==> src/verilog/fdcr_pkg.sv <==
// package: register map, flag positions and types for the result error flags block
// Functional notes
// - set end-of-cylinder on sector past last
// - first byte bits 6 and 3 read zero
// - any field CRC fault sets bit 5
// - host service timeout sets overrun bit 4
// - read/deleted-write/scan target sector missing sets bit 2
// - read-id without clean id sets bit 2
// - read-track start sector missing sets bit 2
// - write-protect on writes or format sets bit 1
// - no id mark by second index sets bit 0
// - missing data mark sets both bit 0s
// - second byte bit 7 reads zero
// - deleted mark on read or scan sets bit 6
// - data field CRC fault sets bit 5
// - cylinder mismatch with missing sector sets bit 4
// - scan equal condition sets bit 3
// - scan with no matching sector sets bit 2
// - mismatch reading FF with missing sector sets bit 1
// - missing data mark on read sets bit 0
// - any flag gives abnormal termination code
package fdcr_pkg;
  localparam logic [11:0] FDCR_ADDR_ERR1 = 12'h000;
  localparam logic [11:0] FDCR_ADDR_ERR2 = 12'h004;
  localparam logic [11:0] FDCR_ADDR_CODE = 12'h008;
  localparam logic [11:0] FDCR_ADDR_CTRL = 12'h00c;
  localparam logic [11:0] FDCR_ADDR_TARGET = 12'h010;
  localparam logic [11:0] FDCR_ADDR_STATE = 12'h014;
  localparam logic [7:0] FDCR_BYTE_RST = 8'h00;
  localparam logic [7:0] FDCR_BAD_CYL = 8'hff;
  localparam logic [1:0] FDCR_IC_NORMAL = 2'h0;
  localparam logic [1:0] FDCR_IC_ABNORMAL = 2'h1;
  localparam logic [31:0] FDCR_CTRL_RST = 32'h0000_0000;
  // index pulse count at which a still missing id mark is flagged
  localparam logic [1:0] FDCR_INDEX_LIMIT = 2'h2;
  // default host service window, 13 us, in cycles at 100 MHz
  localparam int FDCR_SERVICE_NS = 13000;
  localparam int FDCR_CLK_NS = 10;
  localparam int FDCR_SERVICE_CYC = FDCR_SERVICE_NS / FDCR_CLK_NS;

  typedef enum logic [3:0] {
    FDCR_CMD_READ = 4'h0,
    FDCR_CMD_READ_DEL = 4'h1,
    FDCR_CMD_WRITE = 4'h2,
    FDCR_CMD_WRITE_DEL = 4'h3,
    FDCR_CMD_FORMAT = 4'h4,
    FDCR_CMD_READ_ID = 4'h5,
    FDCR_CMD_READ_TRACK = 4'h6,
    FDCR_CMD_SCAN = 4'h7
  } fdcr_cmd_t;

  // first error byte, bit 7 down to bit 0
  typedef struct packed {
    logic endCylinder;
    logic unused6;
    logic crcFaultAnyField;
    logic overrun;
    logic unused3;
    logic sectorMissingFlag;
    logic writeBlockedFlag;
    logic idSyncLost;
  } fdcr_err1_t;

  // second error byte, bit 7 down to bit 0
  typedef struct packed {
    logic unused7;
    logic deletedSectorSeen;
    logic payloadCrcFault;
    logic trackNumberMismatch;
    logic compareEqualHit;
    logic compareNoMatch;
    logic damagedTrackFlag;
    logic dataSyncLost;
  } fdcr_err2_t;

  // one-cycle events and held level qualifiers reported by the formatter and drive side
  typedef struct packed {
    logic sectorPastEnd;
    logic idCrcFail;
    logic dataCrcFail;
    logic dataRequest;
    logic hostService;
    logic indexPulse;
    logic idMarkFound;
    logic idReadGood;
    logic targetFound;
    logic dataMarkMissing;
    logic deletedMark;
    logic scanEqual;
    logic scanDone;
    logic scanMatched;
    logic idValid;
    logic [7:0] idCylinder;
  } fdcr_event_t;

  typedef enum logic [1:0] {
    FDCR_IDLE = 2'b00,
    FDCR_EXEC = 2'b01,
    FDCR_RESULT = 2'b11
  } fdcr_state_t;

  function automatic logic isScanOrRead(input fdcr_cmd_t c);
    return (c == FDCR_CMD_READ) || (c == FDCR_CMD_READ_DEL) || (c == FDCR_CMD_SCAN);
  endfunction : isScanOrRead
endpackage : fdcr_pkg

==> src/verilog/fdcr_result_flags.sv <==
// module: result-phase error status bytes with apb access
`timescale 1ns/1ns
module fdcr_result_flags
  import fdcr_pkg::*;
#(
  parameter int SERVICE_CYC = FDCR_SERVICE_CYC
) (
  input wire logic core_clk,
  input wire logic sys_rst,
  input wire logic psel,
  input wire logic penable,
  input wire logic pwrite,
  input wire logic [11:0] paddr,
  input wire logic [31:0] pwdata,
  output logic [31:0] prdata,
  output logic pready,
  output logic pslverr,
  input wire logic cmdStart,
  input wire fdcr_cmd_t cmdCode,
  input wire logic cmdEnd,
  input wire logic writeProtect,
  input wire fdcr_event_t ev,
  output fdcr_err1_t errFirst,
  output fdcr_err2_t errSecond,
  output logic [1:0] termCode,
  output logic busy
);
  initial begin
    if (SERVICE_CYC < 1 || SERVICE_CYC > 65535) $error("SERVICE_CYC out of range");
  end

  fdcr_state_t state_q;
  fdcr_cmd_t cmd_q;
  fdcr_err1_t err1_q;
  fdcr_err2_t err2_q;
  logic [1:0] code_q;
  logic [1:0] indexCnt_q;
  logic idSeen_q;
  logic idGood_q;
  logic reqPending_q;
  logic [15:0] svcCnt_q;
  logic [7:0] targetCyl_q;
  logic setupEnd;
  logic anyErr;
  logic cylMismatch;
  logic isWrite;
  logic svcTimeout;
  logic apbWr;
  logic apbRd;
  logic mapped;

  assign isWrite = (cmd_q == FDCR_CMD_WRITE) || (cmd_q == FDCR_CMD_WRITE_DEL)
                   || (cmd_q == FDCR_CMD_FORMAT);
  assign cylMismatch = ev.idValid && (ev.idCylinder != targetCyl_q);
  assign svcTimeout = reqPending_q && (svcCnt_q == 16'(SERVICE_CYC - 1)) && !ev.hostService;
  assign setupEnd = (state_q == FDCR_EXEC) && cmdEnd;
  assign anyErr = (|err1_q) || (|err2_q);

  // command phase sequencing
  always_ff @(posedge core_clk or posedge sys_rst) begin
    if (sys_rst) begin
      state_q <= FDCR_IDLE;
      cmd_q <= FDCR_CMD_READ;
    end else if (cmdStart) begin
      state_q <= FDCR_EXEC;
      cmd_q <= cmdCode;
    end else if (setupEnd) begin
      state_q <= FDCR_RESULT;
    end
  end

  // index pulses counted up to the limit while a command executes
  always_ff @(posedge core_clk or posedge sys_rst) begin
    if (sys_rst) begin
      indexCnt_q <= 2'h0;
      idSeen_q <= 1'b0;
      idGood_q <= 1'b0;
    end else if (cmdStart) begin
      indexCnt_q <= 2'h0;
      idSeen_q <= 1'b0;
      idGood_q <= 1'b0;
    end else if (state_q == FDCR_EXEC) begin
      if (ev.idMarkFound) idSeen_q <= 1'b1;
      if (ev.idReadGood) idGood_q <= 1'b1;
      if (ev.indexPulse && indexCnt_q != FDCR_INDEX_LIMIT) indexCnt_q <= indexCnt_q + 2'h1;
    end
  end

  // host service window for each data request
  always_ff @(posedge core_clk or posedge sys_rst) begin
    if (sys_rst) begin
      reqPending_q <= 1'b0;
      svcCnt_q <= 16'h0000;
    end else if (cmdStart || state_q != FDCR_EXEC || ev.hostService || svcTimeout) begin
      reqPending_q <= 1'b0;
      svcCnt_q <= 16'h0000;
    end else if (ev.dataRequest) begin
      reqPending_q <= 1'b1;
      svcCnt_q <= 16'h0000;
    end else if (reqPending_q) begin
      svcCnt_q <= svcCnt_q + 16'h0001;
    end
  end

  // first error byte: cleared at command start, set by events while executing
  always_ff @(posedge core_clk or posedge sys_rst) begin
    if (sys_rst) begin
      err1_q <= fdcr_err1_t'(FDCR_BYTE_RST);
    end else if (cmdStart) begin
      err1_q <= fdcr_err1_t'(FDCR_BYTE_RST);
    end else if (state_q == FDCR_EXEC) begin
      if (ev.sectorPastEnd) err1_q.endCylinder <= 1'b1;
      if (ev.idCrcFail || ev.dataCrcFail) err1_q.crcFaultAnyField <= 1'b1;
      if (svcTimeout) err1_q.overrun <= 1'b1;
      if (cmdEnd && !ev.targetFound && (isScanOrRead(cmd_q) || cmd_q == FDCR_CMD_WRITE_DEL))
        err1_q.sectorMissingFlag <= 1'b1;
      if (cmdEnd && cmd_q == FDCR_CMD_READ_ID && !idGood_q && !ev.idReadGood)
        err1_q.sectorMissingFlag <= 1'b1;
      if (cmdEnd && cmd_q == FDCR_CMD_READ_TRACK && !ev.targetFound)
        err1_q.sectorMissingFlag <= 1'b1;
      if (isWrite && writeProtect) err1_q.writeBlockedFlag <= 1'b1;
      if (ev.indexPulse && !idSeen_q && !ev.idMarkFound
          && indexCnt_q == FDCR_INDEX_LIMIT - 2'h1)
        err1_q.idSyncLost <= 1'b1;
      if (ev.dataMarkMissing) err1_q.idSyncLost <= 1'b1;
    end
  end

  // second error byte
  always_ff @(posedge core_clk or posedge sys_rst) begin
    if (sys_rst) begin
      err2_q <= fdcr_err2_t'(FDCR_BYTE_RST);
    end else if (cmdStart) begin
      err2_q <= fdcr_err2_t'(FDCR_BYTE_RST);
    end else if (state_q == FDCR_EXEC) begin
      if (ev.deletedMark && isScanOrRead(cmd_q)) err2_q.deletedSectorSeen <= 1'b1;
      if (ev.dataCrcFail) err2_q.payloadCrcFault <= 1'b1;
      if (cmdEnd && !ev.targetFound && cylMismatch)
        err2_q.trackNumberMismatch <= 1'b1;
      if (cmd_q == FDCR_CMD_SCAN && ev.scanEqual) err2_q.compareEqualHit <= 1'b1;
      if (cmd_q == FDCR_CMD_SCAN && ev.scanDone && !ev.scanMatched)
        err2_q.compareNoMatch <= 1'b1;
      if (cmdEnd && !ev.targetFound && cylMismatch && ev.idCylinder == FDCR_BAD_CYL)
        err2_q.damagedTrackFlag <= 1'b1;
      if (ev.dataMarkMissing) err2_q.dataSyncLost <= 1'b1;
    end
  end

  // interrupt code latched when the command finishes
  always_ff @(posedge core_clk or posedge sys_rst) begin
    if (sys_rst) begin
      code_q <= FDCR_IC_NORMAL;
    end else if (cmdStart) begin
      code_q <= FDCR_IC_NORMAL;
    end else if (state_q == FDCR_RESULT) begin
      code_q <= anyErr ? FDCR_IC_ABNORMAL : FDCR_IC_NORMAL;
    end
  end

  // apb: zero wait, writes take effect at the access edge
  assign apbWr = psel && penable && pwrite;
  assign apbRd = psel && !pwrite;
  assign mapped = (paddr == FDCR_ADDR_ERR1) || (paddr == FDCR_ADDR_ERR2)
                  || (paddr == FDCR_ADDR_CODE) || (paddr == FDCR_ADDR_TARGET)
                  || (paddr == FDCR_ADDR_STATE) || (paddr == FDCR_ADDR_CTRL);
  assign pready = 1'b1;
  assign pslverr = psel && penable && !mapped;

  // target cylinder written by software
  always_ff @(posedge core_clk or posedge sys_rst) begin
    if (sys_rst) begin
      targetCyl_q <= FDCR_CTRL_RST[7:0];
    end else if (apbWr && paddr == FDCR_ADDR_TARGET) begin
      targetCyl_q <= pwdata[7:0];
    end
  end

  // read data registered in the setup cycle
  always_ff @(posedge core_clk or posedge sys_rst) begin
    if (sys_rst) begin
      prdata <= 32'h0000_0000;
    end else if (apbRd && !penable) begin
      case (paddr)
        FDCR_ADDR_ERR1: prdata <= {24'h000000, err1_q};
        FDCR_ADDR_ERR2: prdata <= {24'h000000, err2_q};
        FDCR_ADDR_CODE: prdata <= {30'h0, code_q};
        FDCR_ADDR_TARGET: prdata <= {24'h000000, targetCyl_q};
        FDCR_ADDR_STATE: prdata <= {30'h0, state_q};
        default: prdata <= 32'h0000_0000;
      endcase
    end
  end

  assign errFirst = err1_q;
  assign errSecond = err2_q;
  assign termCode = code_q;
  assign busy = (state_q == FDCR_EXEC);
endmodule : fdcr_result_flags
==> config.mk <==
export PLATFORM = sky130hd
export DESIGN_NAME = fdcr_result_flags
export DESIGN_NICKNAME = d
export VERILOG_FILES = /design/src/verilog/fdcr_pkg.sv /design/src/verilog/fdcr_result_flags.sv
export SDC_FILE = /design/constraint.sdc
export NUM_CORES = 1
export LEC_CHECK = 0
export ABC_AREA = 1
export BUFFER_PORTS_ARGS = -buffer_cell sky130_fd_sc_hd__buf_2
export CAP_MARGIN = 20
export CORE_ASPECT_RATIO = 0.9
export CORE_MARGIN = 4
export CORE_UTILIZATION = 25
export DETAILED_ROUTE_END_ITERATION = 12
export PLACE_DENSITY_LB_ADDON = 0.12
export SETUP_SLACK_MARGIN = 0.3
export SLEW_MARGIN = 5
export SYNTH_ARGS = -nofsm -noshare
export SYNTH_HDL_FRONTEND = slang
export SYNTH_SLANG_ARGS = --single-unit
==> constraint.sdc <==
create_clock -name core_clk -period 1.8 [get_ports core_clk]
set_clock_uncertainty 0.2 [all_clocks]
set_input_delay 0.27 -clock core_clk [delete_from_list [all_inputs] [get_ports core_clk]]
set_output_delay 0.27 -clock core_clk [all_outputs]
set_load 0.02 [all_outputs]
==> reports/results.txt, run 1 <==
Leak Pwr = 0.00249 µW
Commonest non-fill, non-tap cells in the layout = nand2_1 (99), buf_2 (73), inv_1 (65)
Final HPWL DP = 7.73 mm
Total global routing overflow = 0
Routed wire per std cell = 13.6 µm
Syn_area_per_cell = 7.63 µm²
Residual DRC = 0
CP max FO = 6
Grt peak-use layer = met2
Asr flop ratio synth = 100%
Met2 GRT Util = 19.8%
Layout area overhead = 47.8%
Final wirelength = 10.5 mm
Vias/cell = 4.35
Hold_sp = ev[13]
CTS max path bufs = 2
CTS tree = yes
Final Cycle Share = 89.7%
Via count = 3362
First-pass GRT wire length = 17.1 mm
Number of synthesis warnings = 0
Final setup fails = 0
NumNets Final = 682
IO Port Bufs = 78
Die Width = 132 µm
Max frequency = 619 MHz
Met3 Use GR = 4.60%
Max-cap violations = 0
Initial cell density of the core = 25.7%
Met1 Use GR = 19.2%
Post-route setup slack = 185 ps
Core area = 13400 µm²
Worst skew pair latency = 330 ps
Leading cell type in the layout, fill and taps excluded = nand2_1
Max-slew violations = 0
Htree depth = 3
Initial antenna violation count = 0
DR iter-0 viols = 172
Die footprint = 15700 µm²
Reg-to-reg startpoint = svcCnt_q[0]$_DFFE_PP0P_
TNS Setup = 0 ps
Row count = 40
GP Congestion = 0.786
Distinct cells, synth = 38
RSZ-0062 raised after global routing = true
R2R Setup Slk = 180 ps
Yosys reg bits = 57
Critical Path AT = 1670 ps
Filler Cell Count = 1433
Placement Setup Slack = 52.2 ps
Status = completed
Max VDD drop = 0.000375 V
Die Ht = 119 µm
Post-synthesis cell count = 452
Share of post-route cells with drive strength above 1 = 35.8%
Num CTS Buffers = 9
Req. time, crit path = 1860 ps
PwrDens = 743 nW/µm²
Tmin final = 1620 ps
Clock-pin slew on the worst setup and hold paths = 50 ps
# clock sinks = 57
1st-pass router iterations = 4
Critical path startpoint = svcCnt_q[0]$_DFFE_PP0P_
Syn Std Cell Area = 3450 µm²
Gr usage total = 13.6%
WHS = 17.6 ps
Hold Crit Class = input pin to register
IO Count = 132
Sequential fraction of the synthesis area = 41.4%
Final Util = 38.0%
Post-synth EDFFs = 0
Ys flop type = dfrtp_1
Worst setup EP type = register
Largest net degree at the start of global routing = 27
Number of global-route vias before repair = 3384
CTS root buf = clkbuf_16
Startpoint types = register
Final ANT Viol Nets = 0
Hold Fails Final Rpt = 0
Crit path kind = register to register
Diode count = 0
-- cell usage after synthesis, types with 5 or more instances --
library cell | n | share of area [%]
nand3_1 | 37 | 5.4
inv_1 | 70 | 7.6
dfrtp_1 | 57 | 41
nand2_1 | 107 | 12
nand4_1 | 16 | 2.9
nor2_1 | 36 | 3.9
xor2_1 | 5 | 1.3
a21oi_1 | 14 | 2.0
o21ai_0 | 19 | 2.8
o21ai_2 | 8 | 2.0
buf_4 | 30 | 6.5
-- layer usage --
metal	wire length, µm	vias up
met5	0	-
met4	143	0
met3	636	11
met2	4490	101
met1	5250	1568
li1	-	1682
-- flip-flops by register name, indices dropped and copies added (netlist names), 2 cells and up --
name         count
prdata           8
cmd_q            4
errFirst         6
state_q          2
errSecond        7
svcCnt_q        16
indexCnt_q       2
targetCyl_q      8
-- path summary, 6_finish.rpt --
| check | cells past startpoint | endpoint |
|---|---|---|
| worst min-delay path | 3 | errSecond[0]$_DFFE_PP0P_ |
| worst min register to register | 2 | prdata[7]$_DFFE_PP0P_ |
| max in group asynchronous | 4 | svcCnt_q[5]$_DFFE_PP0P_ |
| min in group asynchronous | 3 | prdata[0]$_DFFE_PP0P_ |
| worst max register to register | 7 | svcCnt_q[6]$_DFFE_PP0P_ |
| worst max-delay path | 7 | svcCnt_q[6]$_DFFE_PP0P_ |
-- where the power goes --
part	leakage, µW	switching (µW)	internal [µW]	total (µW)
Combinational	0.00158	349	236	585
Clock	0.000153	588	1240	1830
Sequential	0.000763	43.1	1330	1370
-- metrics by stage --
stage / total power, µW / std cells / instance area (µm²)
2_1_floorplan: 1710 / 479 / 3580
3_3_place_gp: 1850 / 710 / 4080
3_5_place_dp: 1850 / 710 / 4080
4_1_cts: 3810 / 764 / 4920
5_1_grt: 3960 / 772 / 5090
6_report: 3780 / 772 / 5090
-- critical path: stages, from the launching register on --
cell and delay, ps:
dfrtp_1 390, ha_2 210, nand3b_1 150, nor2_4 60, a21oi_4 170, buf_12 140
nand2_4 90, a21oi_2 130
-- layout make-up --
type / instances / area, µm² / share of cell area [%]
repair buffers: 142 / 1000 / 19.7
clock inverters: 3 / 65.1 / 1.28
clock buffers: 12 / 246 / 4.84
inverters: 72 / 278 / 5.45
multi-input cells: 318 / 1860 / 36.6
well taps: 168 / 210 / 4.13
flip-flops and latches: 57 / 1430 / 28.1
-- cells by family (layout without fill, tap and decap cells) --
group	after synthesis	in the layout	share of synthesized area (%)
buf+inv	106	229	15.2
compound gates	53	53	9.51
simple gates	222	224	30.3
fa+ha+maj	3	3	1.09
xor+xnor	9	9	2.29
flops	57	57	41.4
other cells	2	29	0.218
-- what timing repair did --
| action | in CTS | in global routing |
|---|---|---|
| endpoints found under the hold margin | 34 | 0 |
| hold buffers | 19 | 0 |
| setup buffers | 18 | 8 |
| endpoints found under the setup margin | 23 | 29 |
| pin swaps | 22 | 19 |
| resized for setup | 47 | 30 |
| gates cloned | 2 | 0 |
No activity file was read; power rests on OpenSTA's default activity.
==> inputs of run 2 (changes only) <==
--- a/config.mk
+++ b/config.mk
@@ -8,7 +8,6 @@
 export ABC_AREA = 1
 export BUFFER_PORTS_ARGS = -buffer_cell sky130_fd_sc_hd__buf_2
 export CAP_MARGIN = 20
-export CORE_ASPECT_RATIO = 0.9
 export CORE_MARGIN = 4
 export CORE_UTILIZATION = 25
 export DETAILED_ROUTE_END_ITERATION = 12
==> reports/results.txt, run 2 (synthesis results as in run 1) <==
Initial antenna violation count = 0 (unchanged)
Post-DP Area = 4060 µm² (-0.49%)
Max FFs per register = 16 (unchanged)
Worst setup EP type = output pin
Core area = 13300 µm² (-0.49%)
Commonest non-fill, non-tap cells in the layout = nand2_1 (99), buf_2 (72), inv_1 (67)
Max-slew violations = 0 (unchanged)
Vias/cell = 4.27 (-2.0%)
NumNets Final = 674 (-1.2%)
Proportion of power drawn by combinational gates = 16.0% (+0.5 points)
Diode count = 0 (unchanged)
P_sw = 953 µW (-2.7%)
Die Width = 125 µm (-4.8%)
Crit path kind = input pin to output pin
CTS tree = yes
Initial cell density of the core = 25.8% (+0.13 points)
DR iter-0 viols = 139 (-19%)
GP Congestion = 0.818 (+4.1%)
1st-pass router iterations = 4 (unchanged)
First-pass GRT wire length = 16.6 mm (-3.1%)
CTS max path bufs = 2 (unchanged)
Final Power = 3540 µW (-6.4%)
Gr usage total = 13.1% (-0.52 points)
Top reg by flops = svcCnt_q
Worst skew pair latency = 320 ps (about the same)
Row count = 42 (+5.0%)
Clock-pin slew on the worst setup and hold paths = 50 ps (about the same)
TNS Setup = 0 ps (unchanged)
Clock Power Share = 45.3% (-3.0 points)
CTS root buf = clkbuf_16
Largest net degree at the start of global routing = 58 (+110%)
Final wirelength = 10.1 mm (-4.2%)
Max VDD drop = 0.000547 V (+46%)
Share of post-route cells with drive strength above 1 = 32.9% (-2.9 points)
Final ANT Viol Nets = 0 (unchanged)
IO Port Bufs = 78 (unchanged)
Inst Count DP = 714 (+0.56%)
R2r worst-path depth = 9 (+2)
Leading cell type in the layout, fill and taps excluded = nand2_1
Startpoint types = input pin
PwrDens = 714 nW/µm² (-3.8%)
Req. time, crit path = 1330 ps (-530 ps)
Critical Path AT = 1140 ps (-530 ps)
Final Cycle Share = 89.4% (-0.39 points)
Hold Fails Final Rpt = 0 (unchanged)
Layout area overhead = 43.9%
Largest registers = svcCnt_q: 16 flops, prdata: 8 flops, targetCyl_q: 8 flops
Tmin final = 1610 ps (-7.04 ps)
Routed wire per std cell = 13.1 µm (-4.2%)
Leak Pwr = 0.00243 µW (-2.6%)
WHS Path Cells = 3 (unchanged)
IO Count = 132 (unchanged)
Max frequency = 622 MHz (+0.44%)
Layout Cells excl Fill = 772 (unchanged)
Residual DRC = 0 (unchanged)
Reg power frac = 38.7% (+2.4 points)
Num CTS Buffers = 9 (unchanged)
Number of global-route vias before repair = 3374 (-0.30%)
Via count = 3294 (-2.0%)
RSZ-0062 raised after global routing = true
Sw Ratio = 26.9% (+1.0 points)
Hold Crit Class = input pin to register
# clock sinks = 57 (unchanged)
Max-cap violations = 0 (unchanged)
Final setup fails = 0 (unchanged)
Htree depth = 3 (unchanged)
Die footprint = 15700 µm² (about the same)
Design Area, Final = 4960 µm² (-2.7%)
Int Power = 2590 µW (-7.6%)
Final HPWL DP = 7.52 mm (-2.7%)
Die Ht = 125 µm (+5.1%)
Status = completed
CP max FO = 4 (-2)
Total global routing overflow = 0 (unchanged)
run 2: through the flow:
stage	hold slack, ps	utilization (%)	setup WS, ps
floorplan	142	-	255
global placement	185	30.4	56.9
detailed placement	191	30.4	22.0
CTS	1.07	36.4	189
global route	18.1	37.2	102
finish	9.85	37.2	192
run 2: worst max-delay path, stage by stage:
cell     delay (ps)
buf_2           110
inv_1            70
nand2_1         110
nor2_4           50
nand2_1         100
nand3_2         100
nor3_4          200
buf_6           140
run 2: worst paths after layout:
kind | from | endpoint | slack (ps)
worst max-delay path | paddr[3] | pslverr | 190
worst min-delay path | pwdata[4] | targetCyl_q[4]$_DFFE_PP0P_ | 10
worst min register to register | prdata[4]$_DFFE_PP0P_ | prdata[4]$_DFFE_PP0P_ | 270
min in group asynchronous | sys_rst | svcCnt_q[9]$_DFFE_PP0P_ | 380
worst max register to register | state_q[1]$_DFFE_PP0P_ | errFirst[2]$_DFFE_PP0P_ | 230
max in group asynchronous | sys_rst | errFirst[5]$_DFFE_PP0P_ | 750
run 2: timing repair:
action / CTS / global route
pin swaps: 23 / 15
setup endpoints to repair: 23 / 28
gates resized for setup: 45 / 18
setup buffers: 21 / 5
hold endpoints to repair: 72 / 0
cloned: 1 / 0
hold buffers: 16 / 0
run 2: area by class of cell:
type / count / area (µm²)
timing repair buffer: 135 / 947
clock inverter: 2 / 12.5
multi-input combinational: 317 / 1800
clock buffer: 13 / 270
tap: 176 / 220
fill: 1442 / 8390
sequential: 57 / 1430
inverter: 72 / 278
run 2: power by group through the flow:
stage	logic, µW	registers [µW]	clock network (µW)
4_1_cts	546	1370	1650
2_1_floorplan	296	1410	0
3_5_place_dp	455	1390	0
5_1_grt	628	1380	1720
6_report	567	1370	1610
3_3_place_gp	450	1390	0
run 2: layer usage:
layer  vias up  global-route usage, %  part of all wire, %
met1      1525                   16.1                   44
li1       1669                      -                    -
met3        13                   3.84                  4.8
met2        87                   22.0                   50
met5         -                      0                    0
met4         0                   3.95                  1.4
==> inputs of run 3 (changes only) <==
--- a/config.mk
+++ b/config.mk
@@ -6,11 +6,11 @@
 export NUM_CORES = 1
 export LEC_CHECK = 0
 export ABC_AREA = 1
-export BUFFER_PORTS_ARGS = -buffer_cell sky130_fd_sc_hd__buf_2
-export CAP_MARGIN = 20
+export CAP_MARGIN = 10
 export CORE_MARGIN = 4
 export CORE_UTILIZATION = 25
 export DETAILED_ROUTE_END_ITERATION = 12
+export DONT_BUFFER_PORTS = 1
 export PLACE_DENSITY_LB_ADDON = 0.12
 export SETUP_SLACK_MARGIN = 0.3
 export SLEW_MARGIN = 5
==> reports/results.txt, run 3 (synthesis results as in run 1) <==
Final ANT Viol Nets = 0 (unchanged)
Largest net degree at the start of global routing = 43 (-26%)
FF/Latch Area = 1430 µm² (unchanged)
Max-cap violations = 0 (unchanged)
Multi-input gate area = 1800 µm² (-0.49%)
GP Congestion = 0.841 (+2.9%)
Max frequency = 627 MHz (+0.91%)
Worst Max-Slew Pin Slew = 702 ps
Slew HR = 53.1%
Crit-path cells = inv_2 > nand2_4 > buf_12 > nor2_8 > buf_6 > nand4_1 > nand3_1 > o21ai_0
Final Cycle Share = 88.5% (-0.81 points)
Final setup fails = 0 (unchanged)
CTS max path bufs = 2 (unchanged)
Layout area overhead = 34.3%
1st-pass router iterations = 4 (unchanged)
Initial antenna violation count = 0 (unchanged)
Die Width = 125 µm (unchanged)
Routed wire per std cell = 14.2 µm (+8.6%)
Worst skew pair latency = 330 ps (about the same)
Req. time, crit path = 1800 ps (+470 ps)
Max VDD drop = 0.000392 V (-28%)
Share of post-route cells with drive strength above 1 = 22.4% (-10 points)
Top reg by flops = svcCnt_q
CTS root buf = clkbuf_16
CP max FO = 4 (unchanged)
Max-slew violations = 0 (unchanged)
Commonest non-fill, non-tap cells in the layout = nand2_1 (99), inv_1 (63), dfrtp_1 (56)
Filler Cell Count = 1423 (-1.3%)
TNS Setup = 0 ps (unchanged)
RSZ-0062 raised after global routing = true
First-pass GRT wire length = 16.0 mm (-3.2%)
Status = completed
Worst path max stage delay = 390 ps (+190 ps)
Worst setup EP type = register
Hold Crit Class = input pin to register
Leading cell type in the layout, fill and taps excluded = nand2_1
Total global routing overflow = 0 (unchanged)
Leak Pwr = 0.00210 µW (-14%)
Die footprint = 15700 µm² (unchanged)
Core area = 13300 µm² (unchanged)
Vias/cell = 4.34 (+1.7%)
Critical Path AT = 1600 ps (+460 ps)
Max FFs per register = 16 (unchanged)
Num CTS Buffers = 9 (unchanged)
Diode count = 0 (unchanged)
IO Count = 132 (unchanged)
Row count = 42 (unchanged)
Gr usage total = 12.9% (-0.14 points)
Critical-path top delay cell = dfrtp_1
Initial cell density of the core = 25.8% (unchanged)
Largest registers = svcCnt_q: 16 flops, prdata: 8 flops, targetCyl_q: 8 flops
CTS tree = yes
Clock-pin slew on the worst setup and hold paths = 50 ps (about the same)
Final wirelength = 9.95 mm (-1.3%)
PwrDens = 769 nW/µm² (+7.6%)
Crit path kind = register to register
Die Ht = 125 µm (unchanged)
IO Port Bufs = 0 (-100%)
Final HPWL DP = 7.43 mm (-1.2%)
# clock sinks = 57 (unchanged)
DR iter-0 viols = 126 (-9.4%)
Tmin final = 1590 ps (-14.5 ps)
Hold Fails Final Rpt = 0 (unchanged)
Design Area, Final = 4630 µm² (-6.7%)
NumNets Final = 603 (-11%)
Residual DRC = 0 (unchanged)
Post-DP Area = 3640 µm² (-10%)
Htree depth = 3 (unchanged)
Startpoint types = register
Via count = 3045 (-7.6%)
Number of global-route vias before repair = 2998 (-11%)
## run 3: cell count changes in the layout (fill, tap and decap cells not counted), sizes merged
cell / before / now
bufinv: 0 / 1
buf: 119 / 32
clkinvlp: 3 / 4
dlygate4sd3: 16 / 32
clkbuf: 13 / 11
clkinv: 1 / 2
## run 3: worst paths after layout
path                                            from                         end  slack, ps  depth (start not counted)
max                           state_q[1]$_DFFE_PP0P_     svcCnt_q[0]$_DFFE_PP0P_        210                          8
min                                            ev[4]    errSecond[1]$_DFFE_PP0P_         30                          4
max reg2reg                   state_q[1]$_DFFE_PP0P_     svcCnt_q[0]$_DFFE_PP0P_        210                          8
min reg2reg                indexCnt_q[0]$_DFFE_PP0P_   indexCnt_q[0]$_DFFE_PP0P_        290                          1
max in group asynchronous                    sys_rst  targetCyl_q[1]$_DFFE_PP0P_        640                          3
min in group asynchronous                    sys_rst        cmd_q[3]$_DFFE_PP0P_        210                          2
## run 3: routing by layer
layer | GRT usage (%) | vias up | routed length (µm)
met4 | 3.64 | 0 | 112
met3 | 5.42 | 10 | 767
li1 | - | 1527 | -
met5 | 0 | - | 0
met1 | 16.0 | 1426 | 4290
met2 | 20.7 | 82 | 4780
## run 3: worst max-delay path: cells and delay by family (launching register included)
kind | cells | cell delay (ps)
buffers and inverters | 3 | 330
AND/OR/NAND/NOR | 4 | 450
flip-flops | 1 | 390
AO/OA/AOI/OAI | 1 | 90
## run 3: area by class of cell
type	instances	share of cell area [%]
Clock inverter	5	1.19
Sequential cell	57	30.8
Multi-Input combinational cell	317	38.8
Inverter	72	6.05
Clock buffer	11	5.24
Timing Repair Buffer	64	13.1
Tap cell	176	4.76
## run 3: what timing repair did
action,CTS,global route
gates resized for setup,18,40
hold endpoints to repair,95,0
endpoints found under the setup margin,23,29
gates cloned,1,0
setup buffers,14,7
pin swaps,11,14
hold buffers,32,0
## run 3: report_power, final
| group | internal [µW] | switching, µW | total (µW) |
|---|---|---|---|
| clock network | 1100 | 601 | 1700 |
| logic | 180 | 269 | 449 |
| registers | 1330 | 76.2 | 1410 |
| total | 2610 | 946 | 3560 |
## run 3: metrics by stage
stage          total power, µW  hold slack, ps  setup WS (ps)  instances  utilization (%)
6_report                  3560            25.6            206        702             34.7
5_1_grt                   3740            30.3            142        702             34.7
4_1_cts                   3600            22.3            218        695             33.2
3_5_place_dp              1740           -34.8            138        632             27.2
3_3_place_gp              1740           -38.8            141        632             27.2
2_1_floorplan             1710             142            255        479                -
